<file path="config.mk">
export PLATFORM = sky130hd
export DESIGN_NAME = smwts_sequencer
export DESIGN_NICKNAME = d
export VERILOG_FILES = /design/src/smwts_float_track.v /design/src/smwts_sequencer.v /design/src/smwts_wait_sync.v
export VERILOG_INCLUDE_DIRS = /design/src
export SDC_FILE = /design/constraint.sdc
export NUM_CORES = 1
export LEC_CHECK = 0
export ABC_AREA = 1
export BUFFER_PORTS_ARGS = -buffer_cell sky130_fd_sc_hd__buf_2
export CORE_AREA = 2 2 117 119
export CTS_CLUSTER_DIAMETER = 120
export DETAILED_ROUTE_END_ITERATION = 8
export DIE_AREA = 0 0 119 121
export GPL_ROUTABILITY_DRIVEN = 0
export PLACE_DENSITY = 0.79
export SYNTH_ARGS = -nofsm -noshare
export SYNTH_HDL_FRONTEND = slang
export SYNTH_SLANG_ARGS = --single-unit
</file>
<file path="constraint.sdc">
create_clock -name clock_i -period 6.4 [get_ports clock_i]
set_clock_uncertainty 0.2 [all_clocks]
set_input_delay 0.96 -clock clock_i [delete_from_list [all_inputs] [get_ports clock_i]]
set_output_delay 0.96 -clock clock_i [all_outputs]
set_load 0.05 [all_outputs]
</file>
<file path="src/smwts_regs.vh">
`ifndef SMWTS_REGS_VH
`define SMWTS_REGS_VH
// per-chip-select configuration word field positions
`define SMWTS_WCNT_LSB     0
`define SMWTS_WCNT_MSB     6
`define SMWTS_WAITEN_BIT   7
`define SMWTS_FLOAT_LSB    8
`define SMWTS_FLOAT_MSB    11
`define SMWTS_EARLY_BIT    15
`define SMWTS_SHORT_LSB    16
`define SMWTS_SHORT_MSB    17
`define SMWTS_SETUP_LSB    24
`define SMWTS_SETUP_MSB    26
`define SMWTS_HOLD_LSB     28
`define SMWTS_HOLD_MSB     30
`define SMWTS_CFG_RESET    32'h00002000
`define SMWTS_SYNC_STAGES  2
`define SMWTS_CS_COUNT     8
`endif

</file>
<file path="src/smwts_float_track.v">
`timescale 1ns/1ps
module smwts_float_track (
    input  wire       clock_i,
    input  wire       nrst_i,
    input  wire       load_i,
    input  wire [3:0] cycles_i,
    input  wire [2:0] cs_i,
    input  wire       consume_i,
    output wire [3:0] remain_o,
    output wire [2:0] owner_o
);
    reg [3:0] remain_reg;
    reg [2:0] owner_reg;
    reg       half_reg;

    // counts down internal traffic or not; one float cycle spans two half-step clocks
    always @(posedge clock_i or negedge nrst_i) begin
        if (!nrst_i) begin
            remain_reg <= 4'h0;
            owner_reg  <= 3'h0;
            half_reg   <= 1'b0;
        end else if (load_i) begin
            remain_reg <= cycles_i;
            owner_reg  <= cs_i;
            half_reg   <= 1'b0;
        end else if (consume_i) begin
            remain_reg <= 4'h0;
            half_reg   <= 1'b0;
        end else if (remain_reg != 4'h0) begin
            half_reg <= ~half_reg;
            if (half_reg)
                remain_reg <= remain_reg - 4'h1;
        end
    end

    assign remain_o = remain_reg;
    assign owner_o  = owner_reg;
endmodule

</file>
<file path="src/smwts_sequencer.v">
// How it works
// - wait input low freezes pins, counters and state during the strobe pulse of an access
// - when wait returns high the interrupted access carries on to its end
// - wait input passes a two-flop synchroniser, two cycles late
// - wait low during the strobe pulse of an access also halts the core clock
// - after a read, float cycles of that select precede write or other memory
// - float cycles never stall internal accesses but keep counting meanwhile
// - no float cycles between same-memory reads or for internal accesses
// - one select-change wait state between memories unless another wait was inserted
// - early read protocol adds a wait state for write followed by read
// - no early read wait for read then write, same type, or internal
// - setup on the second memory removes the select-change wait state
// - float and setup overlap: only the larger of the two is inserted
// - reads: setup 1.5-7.5, hold 0-7, pulse 1.5-128.5 cycles
// - writes: setup 1.5-7.5, hold 0.5-7, pulse 1-128 cycles
// - nonzero shorten field trims chip select at both ends by 1-3 cycles
// - in shortened mode read data is caught as chip select rises
// - write strobe: half cycle at zero waits, one cycle per wait state
// - protocol bit 0 standard read mid-cycle, 1 early read at cycle start
// - shorten field 0 normal, 1-3 removes that many cycles at each end
`timescale 1ns/1ps
`include "smwts_regs.vh"
module smwts_sequencer #(
    parameter DATA_W = 16
) (
    input  wire              clock_i,
    input  wire              nrst_i,
    input  wire              req_i,
    input  wire              req_ext_i,
    input  wire              req_write_i,
    input  wire [2:0]        req_cs_i,
    input  wire [31:0]       req_cfg_i,
    input  wire [DATA_W-1:0] req_wdata_i,
    output wire              req_ready_o,
    output reg               done_o,
    output reg  [DATA_W-1:0] rdata_o,
    input  wire              wait_n_i,
    output wire              core_clk_hold_o,
    output reg  [7:0]        chip_select_n_o,
    output reg               rd_n_o,
    output reg               wr_n_o,
    output reg  [DATA_W-1:0] data_o,
    output reg               data_oe_o,
    input  wire [DATA_W-1:0] data_i
);
    // state codes; each phase is counted in half cycles so 0.5 steps are exact
    localparam ST_IDLE  = 3'h0;
    localparam ST_GAP   = 3'h1;
    localparam ST_SETUP = 3'h2;
    localparam ST_PULSE = 3'h3;
    localparam ST_HOLD  = 3'h4;

    reg  [2:0]        state_reg;
    reg  [2:0]        state_next;
    reg  [8:0]        cnt_reg;
    reg  [8:0]        cnt_next;
    reg  [2:0]        cs_reg;
    reg  [31:0]       cfg_reg;
    reg               write_reg;
    reg  [DATA_W-1:0] wdata_reg;
    reg               last_valid_reg;
    reg               last_write_reg;
    reg  [2:0]        last_cs_reg;
    reg  [8:0]        elapsed_reg;
    reg  [3:0]        float_load;
    reg               start_access;

    wire wait_n_sync;
    wire [3:0] float_remain;
    wire [2:0] float_owner;

    function [7:0] cfg_pulse;
        input [31:0] cfg;
        begin
            // pulse length in whole cycles; no waits means zero whole cycles
            if (cfg[`SMWTS_WAITEN_BIT])
                cfg_pulse = {1'b0, cfg[`SMWTS_WCNT_MSB:`SMWTS_WCNT_LSB]} + 8'h1;
            else
                cfg_pulse = 8'h0;
        end
    endfunction

    function [1:0] cfg_shorten;
        input [31:0] cfg;
        begin
            cfg_shorten = cfg[`SMWTS_SHORT_MSB:`SMWTS_SHORT_LSB];
        end
    endfunction

    smwts_wait_sync u_sync (
        .clock_i  (clock_i),
        .nrst_i   (nrst_i),
        .wait_n_i (wait_n_i),
        .wait_n_o (wait_n_sync)
    );

    wire busy       = (state_reg != ST_IDLE);
    // freeze only inside the strobe pulse; setup and hold must not see wait
    wire frozen     = busy && !wait_n_sync && (state_reg == ST_PULSE);
    assign core_clk_hold_o = frozen;
    assign req_ready_o     = !busy;

    wire [2:0] req_setup = req_cfg_i[`SMWTS_SETUP_MSB:`SMWTS_SETUP_LSB];
    wire       req_early = req_cfg_i[`SMWTS_EARLY_BIT];
    wire       accept    = req_i && !busy;
    wire       other_mem = last_valid_reg && (last_cs_reg != req_cs_i);

    // gap cycles before a new external access, in whole cycles
    reg  [4:0]  gap_cycles;
    reg  [3:0]  eff_float;
    reg  [2:0]  eff_setup;
    reg         er_wait;
    reg         csc_wait;
    reg  [31:0] cfg_take;
    always @* begin
        eff_float = 4'h0;
        eff_setup = req_setup;
        er_wait   = 1'b0;
        csc_wait  = 1'b0;
        cfg_take  = req_cfg_i;
        // float applies to a write or a read of another memory
        if (float_remain != 4'h0 && (req_write_i || float_owner != req_cs_i))
            eff_float = float_remain;
        if (eff_float != 4'h0 && req_setup != 3'h0) begin
            if ({1'b0, eff_float} >= {2'b00, req_setup})
                eff_setup = 3'h0;
            else
                eff_float = 4'h0;
        end
        // the access itself runs with the trimmed setup
        cfg_take[`SMWTS_SETUP_MSB:`SMWTS_SETUP_LSB] = eff_setup;
        if (req_early && !req_write_i && last_valid_reg && last_write_reg)
            er_wait = 1'b1;
        if (other_mem && eff_float == 4'h0 && req_setup == 3'h0 && !er_wait)
            csc_wait = 1'b1;
        // five bits: full float plus the early read wait must not wrap to zero
        gap_cycles = {1'b0, eff_float} + {4'h0, er_wait} + {4'h0, csc_wait};
    end

    wire [7:0] pulse_c = cfg_pulse(cfg_reg);
    wire [2:0] setup_c = cfg_reg[`SMWTS_SETUP_MSB:`SMWTS_SETUP_LSB];
    wire [2:0] hold_c  = cfg_reg[`SMWTS_HOLD_MSB:`SMWTS_HOLD_LSB];
    wire       early_c = cfg_reg[`SMWTS_EARLY_BIT];
    wire [1:0] shrt_c  = cfg_shorten(cfg_reg);

    // half-cycle lengths of each phase
    reg [8:0] setup_h;
    reg [8:0] pulse_h;
    reg [8:0] hold_h;
    always @* begin
        if (setup_c != 3'h0)
            setup_h = {5'h0, setup_c, 1'b1};
        else if (!write_reg && early_c)
            setup_h = 9'h0;
        else
            setup_h = 9'h1;
        if (!write_reg && early_c)
            pulse_h = {pulse_c, 1'b0} + 9'h2;
        else if (!write_reg)
            pulse_h = {pulse_c, 1'b0} + 9'h1;
        else if (pulse_c == 8'h0)
            pulse_h = 9'h1;
        else
            pulse_h = {pulse_c, 1'b0};
        if (write_reg && hold_c == 3'h0)
            hold_h = 9'h1;
        else
            hold_h = {5'h0, hold_c, 1'b0};
    end

    always @* begin
        state_next   = state_reg;
        cnt_next     = cnt_reg;
        float_load   = 4'h0;
        start_access = 1'b0;
        case (state_reg)
            ST_IDLE: begin
                if (accept && req_ext_i) begin
                    if (gap_cycles != 5'h00) begin
                        state_next = ST_GAP;
                        cnt_next   = {3'h0, gap_cycles, 1'b0} - 9'h1;
                    end else begin
                        state_next   = ST_SETUP;
                        start_access = 1'b1;
                    end
                end
            end
            ST_GAP: begin
                // selects idle, bus released during gap cycles
                if (cnt_reg == 9'h0) begin
                    state_next   = ST_SETUP;
                    start_access = 1'b1;
                end else begin
                    cnt_next = cnt_reg - 9'h1;
                end
            end
            ST_SETUP: begin
                if (cnt_reg + 9'h1 >= setup_h) begin
                    state_next = ST_PULSE;
                    cnt_next   = 9'h0;
                end else begin
                    cnt_next = cnt_reg + 9'h1;
                end
            end
            ST_PULSE: begin
                if (frozen) begin
                    cnt_next = cnt_reg;
                end else if (cnt_reg + 9'h1 >= pulse_h) begin
                    state_next = (hold_h == 9'h0) ? ST_IDLE : ST_HOLD;
                    cnt_next   = 9'h0;
                end else begin
                    cnt_next = cnt_reg + 9'h1;
                end
            end
            ST_HOLD: begin
                if (cnt_reg + 9'h1 >= hold_h) begin
                    state_next = ST_IDLE;
                    cnt_next   = 9'h0;
                end else begin
                    cnt_next = cnt_reg + 9'h1;
                end
            end
            default: begin
                state_next = ST_IDLE;
                cnt_next   = 9'h0;
            end
        endcase
        if (start_access)
            cnt_next = 9'h0;
        if (busy && state_next == ST_IDLE && !write_reg)
            float_load = cfg_reg[`SMWTS_FLOAT_MSB:`SMWTS_FLOAT_LSB];
    end

    wire read_end   = busy && !frozen && state_next == ST_IDLE && !write_reg;
    wire float_use  = accept && req_ext_i && (state_next != ST_IDLE);

    smwts_float_track u_float (
        .clock_i   (clock_i),
        .nrst_i    (nrst_i),
        .load_i    (read_end),
        .cycles_i  (float_load),
        .cs_i      (cs_reg),
        .consume_i (float_use),
        .remain_o  (float_remain),
        .owner_o   (float_owner)
    );

    // half-cycle phase inside the access: elapsed counts half cycles since access start
    wire [8:0] elapsed_next = start_access ? 9'h0 :
                              (frozen ? elapsed_reg : elapsed_reg + 9'h1);
    wire in_access = (state_reg == ST_SETUP) || (state_reg == ST_PULSE) ||
                     (state_reg == ST_HOLD);
    // cfg_reg is stable for the whole access, so the length is taken combinationally
    wire [8:0] total_c = setup_h + pulse_h + hold_h;
    wire [8:0] trim   = {6'h0, shrt_c, 1'b0};
    wire       cs_on  = in_access && (elapsed_reg >= trim) &&
                        (elapsed_reg + trim < total_c);
    wire       rd_on  = (state_reg == ST_PULSE) && !write_reg;
    wire       wr_on  = (state_reg == ST_PULSE) && write_reg;
    wire       cs_rise = !chip_select_n_o[cs_reg] && !cs_on;

    always @(posedge clock_i or negedge nrst_i) begin
        if (!nrst_i) begin
            state_reg       <= ST_IDLE;
            cnt_reg         <= 9'h0;
            cs_reg          <= 3'h0;
            cfg_reg         <= `SMWTS_CFG_RESET;
            write_reg       <= 1'b0;
            wdata_reg       <= {DATA_W{1'b0}};
            last_valid_reg  <= 1'b0;
            last_write_reg  <= 1'b0;
            last_cs_reg     <= 3'h0;
            elapsed_reg     <= 9'h0;
            done_o          <= 1'b0;
            rdata_o         <= {DATA_W{1'b0}};
            chip_select_n_o <= 8'hff;
            rd_n_o          <= 1'b1;
            wr_n_o          <= 1'b1;
            data_o          <= {DATA_W{1'b0}};
            data_oe_o       <= 1'b0;
        end else begin
            state_reg   <= state_next;
            cnt_reg     <= cnt_next;
            elapsed_reg <= elapsed_next;
            done_o      <= 1'b0;
            if (accept && req_ext_i) begin
                cs_reg    <= req_cs_i;
                cfg_reg   <= cfg_take;
                write_reg <= req_write_i;
                wdata_reg <= req_wdata_i;
            end
            if (accept && !req_ext_i)
                done_o <= 1'b1;
            if (!frozen) begin
                // outputs held still while frozen
                chip_select_n_o <= 8'hff;
                if (cs_on)
                    chip_select_n_o[cs_reg] <= 1'b0;
                rd_n_o    <= !rd_on;
                wr_n_o    <= !wr_on;
                data_oe_o <= in_access && write_reg;
                data_o    <= wdata_reg;
            end
            if (!write_reg && busy && !frozen) begin
                if (shrt_c != 2'h0 ? cs_rise : (state_next == ST_IDLE))
                    rdata_o <= data_i;
            end
            if (busy && !frozen && state_next == ST_IDLE) begin
                done_o         <= 1'b1;
                last_valid_reg <= 1'b1;
                last_write_reg <= write_reg;
                last_cs_reg    <= cs_reg;
            end
        end
    end
endmodule

</file>
<file path="src/smwts_wait_sync.v">
`timescale 1ns/1ps
module smwts_wait_sync (
    input  wire clock_i,
    input  wire nrst_i,
    input  wire wait_n_i,
    output wire wait_n_o
);
    reg meta_reg;
    reg sync_reg;

    // two stages give the two-cycle latency of the wait request
    always @(posedge clock_i or negedge nrst_i) begin
        if (!nrst_i) begin
            meta_reg <= 1'b1;
            sync_reg <= 1'b1;
        end else begin
            meta_reg <= wait_n_i;
            sync_reg <= meta_reg;
        end
    end

    assign wait_n_o = sync_reg;
endmodule
</file>
Word-level counts from Yosys, hierarchy flattened
Index checks and enable logic that the tools add are counted.
- eq/ne operators: 11
- $lt $le $gt $ge: 8
- bitwise operators: 2
- mux-type cells: 54
- reductions and logical operators: 66
- add/sub/neg operators: 13
- operators by type and width (operator ; count):
    two-way mux 9 bit ; 13
    one-hot mux 9 bit (5 select lines) ; 1
    two-way mux 4 bit ; 10
    logical AND 1 bit ; 31
    adder 9 x 1 -> 9 bit (second input constant) ; 3
    greater-or-equal comparator 9 bit ; 3
    two-way mux 3 bit ; 9
    adder 9 bit ; 2
    logical NOT 9 bit ; 2
    nonzero test 3 bit ; 6
    two-way mux 8 bit ; 2
    one-hot mux 3 bit (5 select lines) ; 1
    two-way mux 1 bit ; 14
    logical NOT 3 bit ; 4
    != test 3 bit (second input constant) ; 4
    logical NOT 1 bit ; 11
    adder 9 x 2 -> 9 bit (second input constant) ; 1
    adder 9 x 3 -> 9 bit ; 1
    greater-or-equal comparator 9 x 3 -> 1 bit ; 1
    less-than comparator 9 bit ; 1
    subtractor 9 x 1 -> 9 bit (second input constant) ; 1
    adder 7 x 1 -> 8 bit (second input constant) ; 1
    logical NOT 8 bit ; 1
    inverter 8 bit ; 1
    24 further kinds ; 30
- input bits: 73
- word-level logic and storage cells: 176
- bits in registers: 131
- output and inout bits: 46

Logic depth before layout (Yosys ltp)
Gate-level depths: netlist (run 1).
- word-level depth: 22
- depth in mapped cells: 37
- gate-level depth less buffers: 37

By module
From an unflattened synthesis (run 1), not the netlist that was laid out.
- cells, all modules: 966
- area total of the unflattened synthesis: 7467.2 um^2
- by module, submodules not included (module ; area an instance (um^2) ; cells an instance ; sequential area each (um^2) ; times used):
    smwts_sequencer ; 6939.2 ; 906 ; 2790.2 ; 1
    smwts_float_track ; 475.5 ; 58 ; 200.2 ; 1
    smwts_wait_sync ; 52.6 ; 2 ; 52.6 ; 1

Worst setup path before layout (run 1)
No wires, ideal clock.
- path type: register -> register
- from: register cfg_reg[0]
- to: register rdata_o[10]
- path buffers: 1
- path slack: 1.455 ns
- clock period less this slack: 4.945 ns
- arrival time: 4.625 ns
- stages on the path, launching flop included: 29
- required time: 6.081 ns
- setup time: 0.119 ns
- cell sequence: dfrtp_1 -> ha_1 -> nand2_1 -> nor3_1 -> a21oi_1 -> nor3_1 -> nor2_1 -> nand3_1 -> nand2_1 -> nand2_1 -> nand2_1 -> fa_1 -> inv_1 -> ha_1 -> fa_1 -> inv_1 -> ha_1 -> a21oi_1 -> nand2_1 -> a21o_1 -> a21oi_1 -> o21ai_0 -> a21oi_1 -> nor2_1 -> a21oi_1 -> nor4_4 -> buf_2 -> nand3_1 -> nand2_1
- cells in the longest elaborated chain, start to end: 14
- elaborated cells on any way between the ends: 21
- classes of those cells: 5 x add/sub; 2 x order compare; 8 x mux; 6 x reduce/logical
- ends and longest elaborated chain (what ; line ; source):
    from (decl) ; smwts_sequencer.v:58 ; reg [31:0] cfg_reg;
    from (signal assigned) ; smwts_sequencer.v:267 ; cfg_reg <= `SMWTS_CFG_RESET;
    from (signal assigned) ; smwts_sequencer.v:288 ; cfg_reg <= cfg_take;
    adder 7 x 1 -> 8 bit (*) ; smwts_sequencer.v:77 ; cfg_pulse = {1'b0, cfg[`SMWTS_WCNT_MSB:`SMWTS_WCNT_LSB]} + 8'h1;
    two-way mux 8 bit (*) ; smwts_sequencer.v:76 ; if (cfg[`SMWTS_WAITEN_BIT])
    parallel branches: the longest is 3 deep, another holds adder 9 x 1 -> 9 bit ; n/a ;
    two-way mux 9 bit (*) ; smwts_sequencer.v:157 ; if (!write_reg && early_c)
    adder 9 bit (2 in series) ; smwts_sequencer.v:254 ; wire [8:0] total_c = setup_h + pulse_h + hold_h;
    less-than comparator 9 bit ; smwts_sequencer.v:257 ; (elapsed_reg + trim < total_c);
    logical AND 1 bit ; smwts_sequencer.v:256 ; wire cs_on = in_access && (elapsed_reg >= trim) &&
    logical NOT 1 bit ; smwts_sequencer.v:260 ; wire cs_rise = !chip_select_n_o[cs_reg] && !cs_on;
    logical AND 1 bit ; smwts_sequencer.v:260 ;
    two-way mux 1 bit (*) ; smwts_sequencer.v:305 ; if (shrt_c != 2'h0 ? cs_rise : (state_next == ST_IDLE))
    AND reduction 2 bit (no source line) (*) ; n/a ;
    to (signal assigned) ; smwts_sequencer.v:275 ; rdata_o <= {DATA_W{1'b0}};
    to (signal assigned) ; smwts_sequencer.v:306 ; rdata_o <= data_i;
    to (decl) ; smwts_sequencer.v:36 ; output reg [DATA_W-1:0] rdata_o,
Mark *: on every way between the ends.
A chain may end at the register's enable or synchronous reset.

Worst setup path after layout (run 1)
- from: register cfg_reg[0]
- to: register rdata_o[4]
Same word-level chain as after synthesis.

==> results of run 1 <==
[kinds of logic after synthesis]
group | Yosys count
adder cells (fa/ha/maj) | 52
AND/OR/NAND/NOR | 494
XOR/XNOR | 28
buffers and inverters | 141
AO/OA/AOI/OAI | 117
flip-flops | 121
[cell usage in the layout, fill, tap and decap left out, types with 2 or more instances in the layout]
master	netlist	routed
nor2_2	6	7
buf_4	1	9
nand3b_1	4	4
o21ai_1	3	3
clkinvlp_4	0	6
a21oi_1	33	33
a31oi_1	5	5
nand3_1	53	53
nor2_4	3	3
o311ai_0	2	2
a21boi_0	2	2
fa_1	6	6
clkbuf_16	0	17
nand2_2	9	9
dfstp_2	12	12
inv_2	8	8
nand3_4	2	2
ha_1	46	46
nor3_1	21	21
a211oi_1	2	2
nand2_1	292	292
nor2_1	70	69
nor4_1	7	7
xnor2_1	8	8
nand3_2	3	3
inv_1	110	110
dfrtp_1	109	109
o22ai_1	5	5
clkinv_2	0	3
clkinv_4	0	2
xor2_1	20	20
nand2_4	2	2
nand4_1	16	16
buf_2	1	106
o21ai_0	55	55
[synth_stat cells, drive strengths merged (2+ instances only)]
cell / count / area (um^2)
ha: 46 / 575.6
a211oi: 2 / 15.01
clkbuf: 18 / 67.56
a21oi: 34 / 181.4
nand3b: 4 / 30.03
fa: 6 / 120.1
a21boi: 2 / 15.01
xnor2: 8 / 70.07
dfrtp: 109 / 2728
nor3: 22 / 121.4
nor2: 79 / 334.1
inv: 118 / 442.9
xor2: 20 / 175.2
o22ai: 5 / 31.28
nor4: 8 / 65.06
nand2: 303 / 1175
o311ai: 2 / 17.52
a31oi: 5 / 31.28
nand4: 16 / 100.1
nand3: 58 / 330.3
o21ai: 59 / 306.5
buf: 5 / 38.78
dfstp: 12 / 315.3
[power groups by stage]
| stage | clock network, W | registers (W) | logic (W) |
|---|---|---|---|
| detailed placement | 0 | 0.000920 | 0.000677 |
| CTS | 0.000876 | 0.000910 | 0.000681 |
| finish | 0.000868 | 0.000911 | 0.000683 |
| global placement | 0 | 0.000918 | 0.000661 |
| floorplan | 0 | 0.00107 | 0.000340 |
| global route | 0.000917 | 0.000922 | 0.000762 |
[per-layer routing]
metal  GRT usage  up-vias  routed length, um
li1            -     3300                  -
met1      0.3267     3107               7684
met2      0.4418      191               8738
met3     0.06109       41                999
met4     0.09747        0                436
met5           0        -                  0
[final cells by class]
| cell class | instances | area (um^2) | share of cell area |
|---|---|---|---|
| multi-input cells | 691 | 3790 | 0.4389 |
| clock buffers | 19 | 442.9 | 0.05130 |
| clock inverters | 13 | 97.59 | 0.01130 |
| inverters | 118 | 442.9 | 0.05130 |
| flip-flops and latches | 121 | 3043 | 0.3524 |
| repair buffers | 115 | 598.1 | 0.06927 |
| well taps | 176 | 220.2 | 0.02550 |
[final timing paths]
kind	to	slack, ns	cells after the start
min in group asynchronous	u_float.remain_o[2]	0.51	1
max reg2reg	rdata_o[4]	0.81	28
max	rdata_o[4]	0.81	28
min	u_sync.wait_n_o	0.17	0
max in group asynchronous	u_sync.wait_n_o	4.33	2
min reg2reg	u_sync.wait_n_o	0.17	0
[per-stage QoR]
| step | setup slack [ns] | instances | hold slack (ns) | total power, W |
|---|---|---|---|---|
| final | 0.8118 | 1253 | 0.1655 | 0.002461 |
| after global routing | 0.3470 | 1253 | 0.1686 | 0.002601 |
| after CTS | 0.8363 | 1253 | 0.1632 | 0.002468 |
| after detailed placement | 0.7951 | 1221 | 0.1578 | 0.001598 |
| after global placement | 0.9015 | 1221 | 0.1586 | 0.001579 |
| after floorplan | 1.455 | 953 | 0.1452 | 0.001414 |
==> results.yml, run 1 <==
timing:
  slew_violations: 0
  rsz0062_at_grt: "no"
  fin_crit_ns: 5.588
  setup_tns_ns: 0
  max_slew.worst_pin.slew_ns: 1.006
  fin_crit_sh: 0.8732
  setup_violations: 0
  max_slew_margin: 0.3295
  max_freq_mhz: 178.9
  finalHoldViolations: 0
route:
  wire_per_inst_um: 14.25
  wl_um: 17860
  drt_iter0_drc: 393
  antenna_left: 0
  vias_per_cell: 5.298
  firstDrtPassIters: 6
  vias: 6639
  drc_errors: 0
synthesis:
  synth_cell_types: 50
  synth-xor-area-share: 0.03323
  ys_ff_latch: 121
  synth.mux.area_fraction: 0
  synth-simple-area-share: 0.2959
  synth_adder_area_share: 0.09427
  synth_compound_area_frac: 0.08986
  synth_area_per_cell_um2: 7.744
  yosysSeqAreaShare: 0.4123
  synth_top_family_by_area: "simple AND/OR/NAND/NOR gates"
  syn-num-nets: 1078
  synthCells: 953
  synth_area_um2: 7380
  synth_ff_type: "dfrtp_1"
  async_reset_ff_frac: 1.000
  synth_edf_count: 0
  yosysWarnings: 0
clocking:
  clk_path_buf_depth: 2
  post_cts_resized: 0
  cts_buffers: 17
  cts.sinks: 121
  cts_setup_buffers: 0
  clkLatencyLatePin_ns: 0.42
  cts_tree: "built"
  cts_hold_buf: 0
  cts_root_buffer: "clkbuf_16"
  cts.htree.levels: 4
  clk_pin_slew_ns: 0.06
worst_hold_path:
  hold_class: "register to register"
  min_from: "u_sync.meta_reg"
power_and_ir_drop:
  clock_power_share: 0.353
  power_frac_seq: 0.370
  powerDensity_nw_per_um2: 285.0
  p_sw_w: 0.0009032
  ir_drop_v: 0.0002008
  comb_power_share: 0.277
  leakagePower_nw: 4.686
  p_int_w: 0.001558
  p_sw_frac: 0.3670
layout:
  largest_register_ffs: 21
  final_util: 0.6599
  post-route-cell-area_um2: 8635
  n_fill_cell: 1105
  drive_gt1_frac: 0.1838
  nets: 1189
  diodes: 0
  areaGrowthSynthToFinish_pct: 17.01
status:
  status: "finished, final reports clean"
worst_setup_path:
  slowest_stage: "fa_1"
  crit_arrival_ns: 5.75
  critPathRequiredTime_ns: 6.56
  crit_top_cell: "a21oi_1"
  crit_type: "register to register"
  cp-end-kind: "register"
  r2r-start: "cfg_reg[0]"
  cp_top_family: "simple AND/OR/NAND/NOR gates"
  crit_fanout: 16
  cp_slowest_stage_delay_ns: 0.52
  critPathLaunch: "cfg_reg[0]"
  cp-start-kind: "register"
  crit_buf_inv: 4
placed_design:
  dp_hpwl_um: 12810
  dpl_cell_area_um2: 8094
  io_buffers: 107
global_route:
  grt_usage: 0.2611
  grt_pass1_wl_um: 29840
  antenna_found_initial: 0
  grt_pass1_vias: 6426
  grt_overflow: 0
  grt_max_degree: 79
run:
  cap_violations: 0
die:
  rows: 42
  initial_utilization: 0.5640
  io_pins: 119
  dieArea_um2: 14400
  die_h_um: 121
  core_um2: 13090
  dieWidth_um: 119
No activity file was read; power rests on OpenSTA's default activity.
==> run 2, diff against run 1 <==
==> constraint.sdc (replaced) <==
create_clock -name clock_i -period 6.4 [get_ports clock_i]
set_clock_uncertainty 0.2 [all_clocks]
set_input_delay 0.64 -clock clock_i [delete_from_list [all_inputs] [get_ports clock_i]]
set_output_delay 0.64 -clock clock_i [all_outputs]
set_load 0.05 [all_outputs]
==> results.yml, run 2 (synthesis gave the netlist of run 1 again) <==
status:
  status: "finished, final reports clean"
timing:
  fin_crit_ns: 5.425
  fin_crit_sh: 0.8476
  setup_violations: 0
  max_slew_margin: 0.4520
  setup_tns_ns: 0
  slew_violations: 0
  max_freq_mhz: 184.3
  whs_ns: 0.05838
  max_slew.worst_pin.slew_ns: 0.8219
  rsz0062_at_grt: "no"
  finalHoldViolations: 0
worst_setup_path:
  critPathRequiredTime_ns: 6.56
  crit_buf_inv: 3
  crit_type: "register to register"
  crit_fanout: 16
  path_depth: 29
  crit_top_cell: "nand2_1"
  cp-start-kind: "register"
  slowest_stage: "fa_1"
  cp_top_family: "simple AND/OR/NAND/NOR gates"
  crit_arrival_ns: 5.59
  cp_slowest_stage_delay_ns: 0.51
  reg2reg_depth: 29
  cp-end-kind: "register"
route:
  vias: 6686
  antenna_left: 0
  drc_errors: 0
  vias_per_cell: 5.336
  wl_um: 17980
  drt_iter0_drc: 520
  firstDrtPassIters: 5
  wire_per_inst_um: 14.35
layout:
  areaGrowthSynthToFinish_pct: 17.84
  diodes: 0
  largest_register_ffs: 21
  n_fill_cell: 1090
  nets: 1189
  final_cell_mix: "nand2_1 (292), inv_1 (110), dfrtp_1 (109)"
  instances_no_fill: 1253
  post-route-cell-area_um2: 8696
  drive_gt1_frac: 0.1848
  final_common_cell: "nand2_1"
die:
  io_pins: 119
  rows: 42
  initial_utilization: 0.5640
  core_um2: 13090
  dieWidth_um: 119
  dieArea_um2: 14400
  die_h_um: 121
clocking:
  cts_hold_buf: 0
  clk_pin_slew_ns: 0.06
  post_cts_resized: 0
  clk_path_buf_depth: 2
  cts_root_buffer: "clkbuf_16"
  cts_setup_buffers: 0
  cts.sinks: 121
  cts.htree.levels: 4
  clkLatencyLatePin_ns: 0.43
  cts_buffers: 17
  cts_tree: "built"
global_route:
  antenna_found_initial: 0
  grt_max_degree: 66
  grt_overflow: 0
  grt_pass1_wl_um: 30980
  grt_pass1_vias: 6726
  grt_usage: 0.2682
placed_design:
  dpl.cell_count: 1221
  dpl_cell_area_um2: 8094
  io_buffers: 107
  dp_hpwl_um: 12850
worst_hold_path:
  hold_class: "input port to async pin"
run:
  cap_violations: 0
power_and_ir_drop:
  ir_drop_v: 0.0002192
  powerDensity_nw_per_um2: 296.7
  leakagePower_nw: 4.727
[run 2: cell types whose count changed in the layout (fill, tap and decap cells not counted), sizes merged]
cell and delta:
inv +7, clkinvlp -4, clkinv -3, bufinv +2, clkbuf -2
[run 2: area by class of cell]
| class | count | area, um^2 | area share |
|---|---|---|---|
| Inverter | 118 | 442.9 | 0.05094 |
| Clock buffer | 17 | 425.4 | 0.04892 |
| Tap cell | 176 | 220.2 | 0.02532 |
| Clock inverter | 15 | 176.4 | 0.02029 |
| Multi-Input combinational cell | 691 | 3790 | 0.4358 |
| Sequential cell | 121 | 3043 | 0.3499 |
| Timing Repair Buffer | 115 | 598.1 | 0.06878 |
[run 2: metal layers]
metal | up-vias | GRT usage | wire, um
li1 | 3302 | - | -
met1 | 3131 | 0.3323 | 7670
met2 | 204 | 0.4641 | 8950
met3 | 49 | 0.05310 | 869
met4 | 0 | 0.1019 | 486
met5 | - | 0 | 0
[run 2: worst paths after layout]
path / start / endpoint / slack [ns]
worst max-delay path: cfg_reg[0] / rdata_o[4] / 0.98
worst min-delay path: nrst_i / u_float.remain_o[2] / 0.06
worst max register to register: cfg_reg[0] / rdata_o[4] / 0.98
worst min register to register: u_sync.meta_reg / u_sync.wait_n_o / 0.17
max in group asynchronous: nrst_i / wdata_reg[12] / 4.65
min in group clock_i: wait_n_i / u_sync.meta_reg / 0.11
[run 2: report_power, final]
group	internal, W	leakage, nW	total [W]	switching, W
logic	0.000210	2.91	0.000688	0.000478
registers	0.000843	1.52	0.000910	0.0000665
clock network	0.000587	0.290	0.000982	0.000395
[run 2: stage by stage]
step	utilization	worst slack [ns]	total power (W)
global route	0.6646	0.4165	0.002721
global placement	0.6186	1.130	0.001578
detailed placement	0.6186	1.033	0.001599
finish	0.6646	0.9755	0.002580
floorplan	-	1.455	0.001414
CTS	0.6646	0.9563	0.002587
